### src/i2cta_defs.svh
// Constants of the timeout and own-address block: offsets, fields, resets
// and timing counts. Assumes a 125 MHz system clock.
//
// Overview of operation
// - Timeout register resets to zero, freely accessible
// - Timeout acts only in master mode
// - Timeout value counts bit periods awaiting SCL high
// - Counter restarts on start request and SCL fall
// - Zero timeout value disables the timeout
// - Expired counter without SCL rise sets timeout flag
// - Interval is bit period times value plus one
// - Own address register resets to zero, freely accessible
// - Low ten bits hold own address for compare
// - Enabled match acknowledges with configured acknowledge level
// - Match sets flag, clears master bit, interrupts
// - Own address bits fifteen to ten read zero
// - Timeout clears start request and interrupts
`ifndef I2CTA_DEFS_SVH
`define I2CTA_DEFS_SVH

// Register indexes; byte address is four times the index
`define I2CTA_IDX_TIMEOUT 8'h0e
`define I2CTA_IDX_OWN     8'h0f
`define I2CTA_IDX_CTRL    8'h10
`define I2CTA_IDX_STAT    8'h11
`define I2CTA_IDX_MASK    8'h12

// Control fields
`define I2CTA_CTRL_EN     0
`define I2CTA_CTRL_MST    1
`define I2CTA_CTRL_START  2
`define I2CTA_CTRL_ACKV   3

// Status and mask fields
`define I2CTA_ST_TO       0
`define I2CTA_ST_AM       1

// Reset values
`define I2CTA_TIMEOUT_RST 8'h00
`define I2CTA_OWN_RST     10'h000
`define I2CTA_CTRL_RST    1'b0

// Ten-bit address header pattern
`define I2CTA_TEN_HDR     5'h1e

// AXI responses
`define I2CTA_RESP_OKAY   2'h0
`define I2CTA_RESP_SLVERR 2'h2

// Timing: one bit period in ns and in system clocks
`define I2CTA_CLK_NS      8
`define I2CTA_BIT_NS      10000
`define I2CTA_BIT_CYC ((`I2CTA_BIT_NS + `I2CTA_CLK_NS - 1) / `I2CTA_CLK_NS)

`endif

### src/i2cta_pkg.sv
// Types of the timeout and own-address block.
// Assumes i2cta_defs.svh is compiled alongside.
package i2cta_pkg;

   typedef enum logic [4:0] {
      I2CTA_IDLE  = 5'h01,
      I2CTA_BYTE1 = 5'h02,
      I2CTA_BYTE2 = 5'h04,
      I2CTA_ACK   = 5'h08,
      I2CTA_WAIT  = 5'h10
   } i2cta_slv_t;

   typedef struct packed {
      logic [1:0] stage1;
      logic [1:0] stage2;
   } i2cta_sync_st_t;

   typedef struct packed {
      logic [10:0] cnt;
      logic        tick;
   } i2cta_tick_st_t;

   typedef struct packed {
      logic        awready;
      logic        wready;
      logic        bvalid;
      logic [1:0]  bresp;
      logic        arready;
      logic        rvalid;
      logic [31:0] rdata;
      logic [1:0]  rresp;
      logic        aw_got;
      logic [7:0]  aw_idx;
      logic        w_got;
      logic [31:0] wdata;
      logic [3:0]  wstrb;
      logic [7:0]  timeout;
      logic [9:0]  own;
      logic        enable;
      logic        master;
      logic        start;
      logic        ackv;
      logic [1:0]  stat;
      logic [1:0]  mask;
      logic        irq;
      logic        scl_prev;
      logic        sda_prev;
      logic        to_armed;
      logic [7:0]  to_cnt;
      i2cta_slv_t  slv;
      logic [3:0]  bit_cnt;
      logic [7:0]  shreg;
      logic        ten_pend;
      logic        sda_oe;
      logic        sda_out;
   } i2cta_top_st_t;

endpackage

### src/i2cta_sync.sv
// Two-flop synchroniser for the SCL and SDA pin levels.
// Assumes pins are asynchronous to ref_clk_in.
`timescale 1ns/1ps
`default_nettype none
module i2cta_sync (
   input  wire logic       ref_clk_in,
   input  wire logic       rst_n_in,
   input  wire logic [1:0] pins_in,
   output logic      [1:0] pins_out
);
   i2cta_pkg::i2cta_sync_st_t q;
   i2cta_pkg::i2cta_sync_st_t d;

   always_comb begin
      d        = q;
      d.stage1 = pins_in;
      d.stage2 = q.stage1;
   end

   always_ff @(posedge ref_clk_in or negedge rst_n_in) begin
      if (!rst_n_in) begin
         q <= '{stage1: 2'h3, stage2: 2'h3};
      end else begin
         q <= d;
      end
   end

   assign pins_out = q.stage2;
endmodule // i2cta_sync
`default_nettype wire

### src/i2cta_tick.sv
// Bit-period divider: one-cycle enable pulse every bit period while run.
// Assumes clr_in and run_in come from logic on ref_clk_in.
`timescale 1ns/1ps
`include "i2cta_defs.svh"
`default_nettype none
module i2cta_tick (
   input  wire logic ref_clk_in,
   input  wire logic rst_n_in,
   input  wire logic clr_in,
   input  wire logic run_in,
   output logic      tick_out
);
   i2cta_pkg::i2cta_tick_st_t q;
   i2cta_pkg::i2cta_tick_st_t d;

   always_comb begin
      d      = q;
      d.tick = 1'b0;
      if (clr_in || !run_in) begin
         d.cnt = 11'h000;
      end else if (q.cnt == 11'(`I2CTA_BIT_CYC - 1)) begin
         d.cnt  = 11'h000;
         d.tick = 1'b1;
      end else begin
         d.cnt = q.cnt + 11'h001;
      end
   end

   always_ff @(posedge ref_clk_in or negedge rst_n_in) begin
      if (!rst_n_in) begin
         q <= '{cnt: 11'h000, tick: 1'b0};
      end else begin
         q <= d;
      end
   end

   assign tick_out = q.tick;
endmodule // i2cta_tick
`default_nettype wire

### src/i2cta_top.sv
// Master SCL timeout counter and own-address match with AXI4-Lite registers.
// Assumes SCL/SDA are open-drain pins resolved outside; AXI on ref_clk_in.
`timescale 1ns/1ps
`include "i2cta_defs.svh"
`default_nettype none
module i2cta_top (
   input  wire logic        ref_clk_in,
   input  wire logic        rst_n_in,
   input  wire logic [11:0] s_axi_awaddr_in,
   input  wire logic        s_axi_awvalid_in,
   output logic             s_axi_awready_out,
   input  wire logic [31:0] s_axi_wdata_in,
   input  wire logic [3:0]  s_axi_wstrb_in,
   input  wire logic        s_axi_wvalid_in,
   output logic             s_axi_wready_out,
   output logic [1:0]       s_axi_bresp_out,
   output logic             s_axi_bvalid_out,
   input  wire logic        s_axi_bready_in,
   input  wire logic [11:0] s_axi_araddr_in,
   input  wire logic        s_axi_arvalid_in,
   output logic             s_axi_arready_out,
   output logic [31:0]      s_axi_rdata_out,
   output logic [1:0]       s_axi_rresp_out,
   output logic             s_axi_rvalid_out,
   input  wire logic        s_axi_rready_in,
   input  wire logic        scl_in,
   input  wire logic        sda_in,
   output logic             sda_out,
   output logic             sda_oe_out,
   output logic             irq_out,
   output logic             master_mode_out,
   output logic             start_request_out
);
   i2cta_pkg::i2cta_top_st_t q;
   i2cta_pkg::i2cta_top_st_t d;

   logic [1:0] pins_s;
   logic       tick;
   logic       to_clr;
   logic       scl_s;
   logic       sda_s;
   logic       scl_rise;
   logic       scl_fall;
   logic       start_cond;
   logic       stop_cond;

   ////////////////////////////////////////////////////////////////////////
   // Helpers

   function automatic logic [7:0] i2cta_idx(input logic [11:0] addr);
      i2cta_idx = addr[9:2];
   endfunction

   // Returns {error, data}
   function automatic logic [32:0] i2cta_rd(
      input logic [7:0]                idx,
      input i2cta_pkg::i2cta_top_st_t  s
   );
      i2cta_rd = 33'h000000000;
      case (idx)
         `I2CTA_IDX_TIMEOUT: i2cta_rd[7:0] = s.timeout;
         `I2CTA_IDX_OWN:     i2cta_rd[9:0] = s.own;
         `I2CTA_IDX_CTRL: begin
            i2cta_rd[`I2CTA_CTRL_EN]    = s.enable;
            i2cta_rd[`I2CTA_CTRL_MST]   = s.master;
            i2cta_rd[`I2CTA_CTRL_START] = s.start;
            i2cta_rd[`I2CTA_CTRL_ACKV]  = s.ackv;
         end
         `I2CTA_IDX_STAT:    i2cta_rd[1:0] = s.stat;
         `I2CTA_IDX_MASK:    i2cta_rd[1:0] = s.mask;
         default:            i2cta_rd[32]  = 1'b1;
      endcase
   endfunction

   ////////////////////////////////////////////////////////////////////////
   // Pin synchroniser and bit-period divider

   i2cta_sync u_sync (
      .ref_clk_in (ref_clk_in),
      .rst_n_in   (rst_n_in),
      .pins_in    ({scl_in, sda_in}),
      .pins_out   (pins_s)
   );

   i2cta_tick u_tick (
      .ref_clk_in (ref_clk_in),
      .rst_n_in   (rst_n_in),
      .clr_in     (to_clr),
      .run_in     (q.to_armed),
      .tick_out   (tick)
   );

   assign scl_s      = pins_s[1];
   assign sda_s      = pins_s[0];
   assign scl_rise   = scl_s & ~q.scl_prev;
   assign scl_fall   = ~scl_s & q.scl_prev;
   assign start_cond = scl_s & q.scl_prev & q.sda_prev & ~sda_s;
   assign stop_cond  = scl_s & q.scl_prev & ~q.sda_prev & sda_s;

   ////////////////////////////////////////////////////////////////////////
   // Next state

   always_comb begin
      logic [32:0] rd;
      logic        do_wr;
      logic        start_set;
      logic        match;
      logic        to_active;
      rd        = 33'h000000000;
      do_wr     = 1'b0;
      start_set = 1'b0;
      match     = 1'b0;
      to_active = 1'b0;
      to_clr    = 1'b0;
      d         = q;

      // Write address and data, taken in either order
      if (s_axi_awvalid_in && q.awready) begin
         d.aw_got = 1'b1;
         d.aw_idx = i2cta_idx(s_axi_awaddr_in);
      end
      if (s_axi_wvalid_in && q.wready) begin
         d.w_got = 1'b1;
         d.wdata = s_axi_wdata_in;
         d.wstrb = s_axi_wstrb_in;
      end
      if (q.bvalid && s_axi_bready_in) begin
         d.bvalid = 1'b0;
      end
      if (q.aw_got && q.w_got && !q.bvalid) begin
         do_wr    = 1'b1;
         d.aw_got = 1'b0;
         d.w_got  = 1'b0;
         d.bvalid = 1'b1;
         d.bresp  = `I2CTA_RESP_OKAY;
      end
      d.awready = ~d.aw_got & ~d.bvalid;
      d.wready  = ~d.w_got & ~d.bvalid;

      // Read channel
      if (q.rvalid && s_axi_rready_in) begin
         d.rvalid = 1'b0;
      end
      if (s_axi_arvalid_in && q.arready) begin
         rd       = i2cta_rd(i2cta_idx(s_axi_araddr_in), q);
         d.rvalid = 1'b1;
         d.rdata  = rd[31:0];
         d.rresp  = rd[32] ? `I2CTA_RESP_SLVERR : `I2CTA_RESP_OKAY;
      end
      d.arready = ~d.rvalid;

      // Register writes
      if (do_wr) begin
         case (q.aw_idx)
            `I2CTA_IDX_TIMEOUT: begin
               if (q.wstrb[0]) d.timeout = q.wdata[7:0];
            end
            `I2CTA_IDX_OWN: begin
               if (q.wstrb[0]) d.own[7:0] = q.wdata[7:0];
               if (q.wstrb[1]) d.own[9:8] = q.wdata[9:8];
            end
            `I2CTA_IDX_CTRL: begin
               if (q.wstrb[0]) begin
                  d.enable  = q.wdata[`I2CTA_CTRL_EN];
                  d.master  = q.wdata[`I2CTA_CTRL_MST];
                  d.start   = q.wdata[`I2CTA_CTRL_START];
                  d.ackv    = q.wdata[`I2CTA_CTRL_ACKV];
                  start_set = q.wdata[`I2CTA_CTRL_START];
               end
            end
            `I2CTA_IDX_STAT: begin
               if (q.wstrb[0]) d.stat = q.stat & ~q.wdata[1:0];
            end
            `I2CTA_IDX_MASK: begin
               if (q.wstrb[0]) d.mask = q.wdata[1:0];
            end
            default: d.bresp = `I2CTA_RESP_SLVERR;
         endcase
      end

      // Own-address receiver, after writes so hardware events win
      d.scl_prev = scl_s;
      d.sda_prev = sda_s;
      if (!q.enable) begin
         d.slv    = i2cta_pkg::I2CTA_IDLE;
         d.sda_oe = 1'b0;
      end else if (start_cond) begin
         d.slv      = i2cta_pkg::I2CTA_BYTE1;
         d.bit_cnt  = 4'h0;
         d.ten_pend = 1'b0;
         d.sda_oe   = 1'b0;
      end else if (stop_cond) begin
         d.slv    = i2cta_pkg::I2CTA_IDLE;
         d.sda_oe = 1'b0;
      end else begin
         case (q.slv)
            i2cta_pkg::I2CTA_IDLE: begin
               d.sda_oe = 1'b0;
            end
            i2cta_pkg::I2CTA_BYTE1, i2cta_pkg::I2CTA_BYTE2: begin
               if (scl_rise && q.bit_cnt != 4'h8) begin
                  d.shreg   = {q.shreg[6:0], sda_s};
                  d.bit_cnt = q.bit_cnt + 4'h1;
               end else if (scl_fall && q.bit_cnt == 4'h8) begin
                  d.slv = i2cta_pkg::I2CTA_WAIT;
                  if (q.slv == i2cta_pkg::I2CTA_BYTE2) begin
                     match = (q.shreg == q.own[7:0]);
                  end else if (q.shreg[7:3] == `I2CTA_TEN_HDR) begin
                     d.ten_pend = (q.shreg[2:1] == q.own[9:8]);
                  end else begin
                     match = (q.shreg[7:1] == q.own[6:0]);
                  end
                  if (match || d.ten_pend) begin
                     d.slv     = i2cta_pkg::I2CTA_ACK;
                     d.sda_oe  = ~q.ackv;
                     d.sda_out = 1'b0;
                  end
               end
            end
            i2cta_pkg::I2CTA_ACK: begin
               if (scl_fall) begin
                  d.sda_oe   = 1'b0;
                  d.bit_cnt  = 4'h0;
                  d.ten_pend = 1'b0;
                  d.slv      = q.ten_pend ? i2cta_pkg::I2CTA_BYTE2
                                          : i2cta_pkg::I2CTA_WAIT;
               end
            end
            i2cta_pkg::I2CTA_WAIT: begin
               d.sda_oe = 1'b0;
            end
            default: begin
               d.slv    = i2cta_pkg::I2CTA_IDLE;
               d.sda_oe = 1'b0;
            end
         endcase
      end
      if (match) begin
         d.stat[`I2CTA_ST_AM] = 1'b1;
         d.master             = 1'b0;
      end

      // Start request only lives in enabled master mode
      if (!d.master || !d.enable) begin
         d.start = 1'b0;
      end

      // Master SCL timeout
      to_active = d.master & d.enable & (q.timeout != 8'h00);
      if (!to_active) begin
         d.to_armed = 1'b0;
         d.to_cnt   = 8'h00;
      end else if ((start_set && d.start) || scl_fall) begin
         to_clr     = 1'b1;
         d.to_armed = 1'b1;
         d.to_cnt   = 8'h00;
      end else if (scl_rise) begin
         d.to_armed = 1'b0;
      end else if (q.to_armed && tick) begin
         if (q.to_cnt == q.timeout) begin
            d.to_armed           = 1'b0;
            d.stat[`I2CTA_ST_TO] = 1'b1;
            d.start              = 1'b0;
         end else begin
            d.to_cnt = q.to_cnt + 8'h01;
         end
      end

      d.irq = |(d.stat & d.mask);
   end

   ////////////////////////////////////////////////////////////////////////
   // State register

   always_ff @(posedge ref_clk_in or negedge rst_n_in) begin
      if (!rst_n_in) begin
         q          <= '0;
         q.timeout  <= `I2CTA_TIMEOUT_RST;
         q.own      <= `I2CTA_OWN_RST;
         q.enable   <= `I2CTA_CTRL_RST;
         q.master   <= `I2CTA_CTRL_RST;
         q.start    <= `I2CTA_CTRL_RST;
         q.ackv     <= `I2CTA_CTRL_RST;
         q.scl_prev <= 1'b1;
         q.sda_prev <= 1'b1;
         q.slv      <= i2cta_pkg::I2CTA_IDLE;
      end else begin
         q <= d;
      end
   end

   assign s_axi_awready_out = q.awready;
   assign s_axi_wready_out  = q.wready;
   assign s_axi_bresp_out   = q.bresp;
   assign s_axi_bvalid_out  = q.bvalid;
   assign s_axi_arready_out = q.arready;
   assign s_axi_rdata_out   = q.rdata;
   assign s_axi_rresp_out   = q.rresp;
   assign s_axi_rvalid_out  = q.rvalid;
   assign sda_out           = q.sda_out;
   assign sda_oe_out        = q.sda_oe;
   assign irq_out           = q.irq;
   assign master_mode_out   = q.master;
   assign start_request_out = q.start;
endmodule // i2cta_top
`default_nettype wire

### config.mk
export PLATFORM = sky130hd
export DESIGN_NAME = i2cta_top
export DESIGN_NICKNAME = d
export VERILOG_FILES = /design/src/i2cta_pkg.sv /design/src/i2cta_sync.sv /design/src/i2cta_tick.sv /design/src/i2cta_top.sv
export VERILOG_INCLUDE_DIRS = /design/src
export SDC_FILE = /design/constraint.sdc
export NUM_CORES = 1
export LEC_CHECK = 0
export BUFFER_PORTS_ARGS = -buffer_cell sky130_fd_sc_hd__buf_4
export CELL_PAD_IN_SITES_DETAIL_PLACEMENT = 1
export CELL_PAD_IN_SITES_GLOBAL_PLACEMENT = 2
export CORE_MARGIN = 5
export CORE_UTILIZATION = 33
export CTS_BUF_LIST = sky130_fd_sc_hd__clkbuf_4 sky130_fd_sc_hd__clkbuf_8
export DETAILED_ROUTE_END_ITERATION = 8
export HOLD_SLACK_MARGIN = 0.02
export MAX_ROUTING_LAYER = met4
export PLACE_DENSITY = 0.83
export SLEW_MARGIN = 20
export SYNTH_ARGS = -nofsm -noshare
export SYNTH_HDL_FRONTEND = slang
export SYNTH_SLANG_ARGS = --single-unit
### constraint.sdc
create_clock -name ref_clk_in -period 2.1 [get_ports ref_clk_in]
set_input_delay 0.21 -clock ref_clk_in [delete_from_list [all_inputs] [get_ports ref_clk_in]]
set_output_delay 0.21 -clock ref_clk_in [all_outputs]
set_load 0.01 [all_outputs]
**After elaboration in Yosys (flattened, before gate mapping)**

Index checks and enable logic that the tools add are counted.

- Equal/unequal tests: 38
- Shifts and indexed selects: 0
- Div/mod/pow operators: 0
- Bitwise logic cells: 25
- Muxes and demuxes: 98
- Magnitude comparators: 0
- Multiply operators: 0
- $add $sub $neg: 3
- Reductions and logical operators: 37

Operators with widths:

| cell | count |
|---|---|
| 2-to-1 mux 9 bit | 6 |
| 2-to-1 mux 1 bit | 53 |
| == test 8 x 5 -> 1 bit (second input constant) | 6 |
| 2-to-1 mux 37 bit | 1 |
| 2-to-1 mux 35 bit | 1 |
| == test 8 x 4 -> 1 bit (second input constant) | 4 |
| 2-to-1 mux 8 bit | 4 |
| 2-to-1 mux 5 bit | 6 |
| 2-to-1 mux 11 bit | 2 |
| 2-to-1 mux 2 bit | 11 |
| inequality test 5 bit (second input constant) | 4 |
| == test 8 bit | 2 |
| case mux 4 bit (2 select lines) | 2 |
| inequality test 3 bit (second input constant) | 5 |
| case mux 5 bit (3 select lines) | 1 |
| AND reduction 3 bit | 5 |
| 2-to-1 mux 13 bit | 1 |
| 2-to-1 mux 12 bit | 1 |
| inequality test 4 x 2 -> 1 bit (second input constant) | 3 |
| adder 11 x 1 -> 11 bit (second input constant) | 1 |
| AND 1 bit | 11 |
| == test 11 bit (second input constant) | 1 |
| logical AND 1 bit | 11 |
| NOT 1 bit | 11 |
| 31 further kinds | 48 |

- Latch bits: 0
- Input bits: 69
- ROM bits: 0
- Register bits after elaboration: 138
- Memories: 0
- RAM bits: 0
- Logic and storage cells: 237
- Output and inout bits: 46

**Longest topological paths before layout**

- Word-level depth: 25
- Gate-level depth with buffers: 9
- Mapped depth without buffers: 8

**By module**

A second synthesis with hierarchy kept.

- Cells, all modules: 507
- Area total of the unflattened synthesis: 5,714.2 sq um

Modules (own cells, without submodules):

| module | cells an instance | seq. area each (sq um) | times used | area each (sq um) |
|---|---|---|---|---|
| i2cta_top | 445 | 2,431.1 | 1 | 5,003.5 |
| i2cta_tick | 58 | 300.3 | 1 | 605.6 |
| i2cta_sync | 4 | 105.1 | 1 | 105.1 |

**Least setup slack after synthesis**

Ideal clock, no wire load.

- Kind: register to register
- From: reg q, in the netlist s_axi_bvalid_out
- To: reg u_tick.q[5] (netlist bit)
- Arrival time: 2.164 ns
- Buffers on the path: 2
- Setup time: 0.120 ns
- Data required time: 1.980 ns
- Clock period less this slack: 2.283 ns
- Cell stages (with the launch flop): 9
- Path slack: -0.183 ns
- Path through: dfrtp_1 and3b_1 buf_6 nand3b_4 or3_1 buf_6 mux2_4 or3_4 and3_1

RTL lines:

| item | line | source |
|---|---|---|
| start, declared | i2cta_top.sv:34 | `i2cta_pkg::i2cta_top_st_t q;` |
| end signal, assigned | i2cta_tick.sv:31 | `q <= '{cnt: 11'h000, tick: 1'b0};` |
| end, declared | i2cta_tick.sv:13 | `i2cta_pkg::i2cta_tick_st_t q;` |

==> results.cfg <==
[floorplanning]
dieArea_mm2 = 0.0198
rows = 47
design.core.area_mm2 = 0.0166
start_util_pct = 33.8
ios = 115
die_x_um = 141
die_h_um = 141

[critical_path]
r2r_start = s_axi_bvalid_out
worst-setup-path-type = reg -> reg
crit_chain = and3b_2 -> nand3b_4 -> or3_4 -> mux2_4 -> o311ai_4 -> buf_6 -> nor2_1
max_stage_delay_ps = 410
startpoint_type = register
cp-end-kind = register
reg2reg_slack_ps = -20
slowest_stage = or3_4
r2r_cells = 7
critical_path_arrival_ps = 2470
crit_required_ps = 2450
crit_fanout = 5
r2r_end = u_tick.q[11]

[sta]
worst_pin_slew_ps = 606
rsz0062_at_grt = true
post-route-period-util_pct = 101
maxSlewViolCount = 0
slew_headroom_pct = 59.5
layout_setup_ws_ps = -22.2
min_period_ps = 2120
hold_viol = 0
fin_setup_tns_ps = -124
setup_viol = 11
max_clock_freq_mhz = 471
finalClockSkew_ps = 13.6

[detailed_routing]
viasPerCell = 4.91
dr_total_vias = 4313
dr.first_iter.drc_count = 217
wl_mm = 15.5
wl_met2_mm = 7.51
drc = 0
ant_nets = 0
wl_met1_mm = 6.94
post_drt_wl_per_cell_um = 17.6
top_layer = met4
drt_pre_antenna_iters = 4
wl_met3_um = 671

[flow_run]
cap_violations = 0

[clocking]
htree_num_levels = 4
insertion_delay_ps = 470
cts_buffers = 17
cts_max_path_buffers = 2
cts_root_buf = clkbuf_8
clk_pin_slew_ps = 70
cts_tree = done
cts_sinks = 113

[global_routing]
grt_antenna_before_repair = 0
grt_overflow = 0
grt_pass1_vias = 4840
grt_pass1_wl_mm = 25.3
track_usage_pct = 16.9
grt_max_degree = 47

[worst_hold_path]
worstHoldStart = s_axi_arvalid_in
min_path_cells = 3
hold_end = s_axi_rvalid_out
min_path_type = in -> reg

[logic_synthesis]
synth_area_per_cell_um2 = 11.0
synth_edf_count = 0
synth_async_sr_flop_share_pct = 100
synth-seq-cells = 113
ys_types = 59
yosysSeqAreaShare_pct = 50.4
yosysWarningCount = 0
ys.flop_type = dfrtp_1
synth_area_mm2 = 0.00562
postSynthCellCount = 509

[cells_and_area]
layout.nets = 720
drive_gt1_share_pct = 37.0
final_core_util_pct = 44.4
syn2layout_area_growth_pct = 31.3
num_antenna_cells = 0
final_area_mm2 = 0.00738

[power]
p_leak_uw = 0.00339
irDropWorstVdd_mv = 0.673
power_density_mw_per_mm2 = 820

[place]
gp_congestion = 0.831
io_buffers = 58
dp_hpwl_mm = 11.1
placed_cell_area_mm2 = 0.00647

[status]
outcome = finished with violations
violations = setup timing
==> through the flow <==
stage | setup WS [ps] | total power [uW] | hold slack (ps) | instances
after floorplan | -106 | 3440 | -85.6 | 532
after global placement | -122 | 3840 | 248 | 812
after detailed placement | -238 | 3910 | 257 | 812
after CTS | -16.5 | 6050 | 20.0 | 876
after global routing | -86.8 | 6360 | 31.5 | 879
final | -22.2 | 6060 | 32.8 | 879
==> worst max-delay path: cells and delay by family (launching register included) <==
family | cells | cell delay, ps
simple gates | 4 | 820
flops | 1 | 380
mux | 1 | 330
compound gates | 1 | 290
buf+inv | 1 | 190
==> power breakdown <==
part / internal [uW] / total [uW] / switching (uW)
registers: 2490 / 2820 / 325
logic: 639 / 1200 / 561
clock network: 1060 / 2040 / 978
==> cells in the final DEF, fill, tap and decap left out, drive strengths merged, types with 7 or more instances in the layout <==
cell / instances
o21ai: 15
conb: 24
xor2: 13
nor2b: 9
nor3: 9
dfstp: 7
and3: 10
nor4: 9
nand2: 44
dfrtp: 106
inv: 22
a21oi: 8
nand3: 12
xnor2: 31
clkbuf: 21
nand4: 9
dlygate4sd3: 27
mux2: 54
nor2: 38
buf: 111
==> Yosys cell counts, drive strengths merged, types with 2 or more instances <==
library cell | n | area (um^2)
a21oi | 8 | 40.0
a22oi | 4 | 30.0
nor4 | 9 | 62.6
mux2i | 5 | 50.1
nand2 | 44 | 165
xor2 | 13 | 114
clkbuf | 4 | 15.0
o31ai | 3 | 22.5
a21boi | 2 | 15.0
o41ai | 2 | 17.5
inv | 21 | 78.8
or2 | 2 | 12.5
buf | 40 | 304
nor2 | 37 | 141
nand4 | 9 | 56.3
or4 | 2 | 15.0
and2 | 3 | 18.8
nand2b | 2 | 12.5
or3 | 3 | 23.8
nor3 | 9 | 50.1
nand3b | 3 | 35.0
dfrtp | 106 | 2650
ha | 5 | 62.6
dfstp | 7 | 184
nand3 | 12 | 60.1
mux2 | 54 | 612
a31oi | 3 | 18.8
a222oi | 4 | 40.0
a221oi | 2 | 17.5
nor4b | 3 | 26.3
and3 | 10 | 62.6
nor2b | 9 | 56.3
nor4bb | 2 | 20.0
a22o | 3 | 26.3
nor3b | 4 | 30.0
o22ai | 3 | 18.8
xnor2 | 31 | 272
o21ai | 15 | 75.1
==> repair_timing <==
action                     in CTS  in global routing
setup buffers                   4                  3
gates cloned                    1                  0
setup endpoints to repair      34                 38
gates resized for setup        15                 27
pin swaps                       6                  8
hold endpoints to repair       70                  0
hold buffers                   27                  0
==> worst max-delay path by stage <==
| stage | endpoint | startpoint | cells after the start | slack (ps) |
|---|---|---|---|---|
| final | u_tick.q[11] | s_axi_bvalid_out | 7 | -20 |
| after global routing | u_tick.q[10] | s_axi_bvalid_out | 6 | -90 |
| after CTS | u_tick.q[10] | s_axi_bvalid_out | 6 | -20 |
| after detailed placement | start_request_out | q[100] | 8 | -240 |
| after global placement | u_tick.q[5] | q[100] | 6 | -120 |
| after floorplan | u_tick.q[5] | s_axi_bvalid_out | 8 | -110 |
==> state kept, by name, indices dropped and copies added, names as in the netlist, named ones only <==
name,cells
q,75
u_tick.q,11
s_axi_rdata_out,10
u_sync.d,2
u_sync.pins_out,2
irq_out,1
master_mode_out,1
s_axi_arready_out,1
s_axi_awready_out,1
s_axi_bresp_out,1
s_axi_bvalid_out,1
s_axi_rresp_out,1
s_axi_rvalid_out,1
s_axi_wready_out,1
sda_oe_out,1
start_request_out,1
u_tick.tick_out,1
==> routing by layer <==
| metal | vias up | track usage (%) |
|---|---|---|
| li1 | 2007 | - |
| met1 | 2169 | 20.3 |
| met2 | 106 | 27.0 |
| met3 | 31 | 4.67 |
| met4 | 0 | 6.58 |
| met5 | - | - |
==> cell type report <==
cell class	count	area (um^2)
inverter	21	78.8
timing repair buffer	138	1120
clock buffer	21	289
clock inverter	11	105
fill	1806	9260
tap	220	275
multi-input combinational	355	2680
sequential	113	2840
==> kinds of logic after synthesis <==
logic type	Yosys count	synth area share [%]
simple gates	164	15.2
flops	113	50.4
buf+inv	65	7.07
mux	59	11.8
compound gates	58	7.45
xor+xnor	44	6.85
fa+ha+maj	5	1.11
other cells	1	0.0667
No activity file was read; power rests on OpenSTA's default activity.
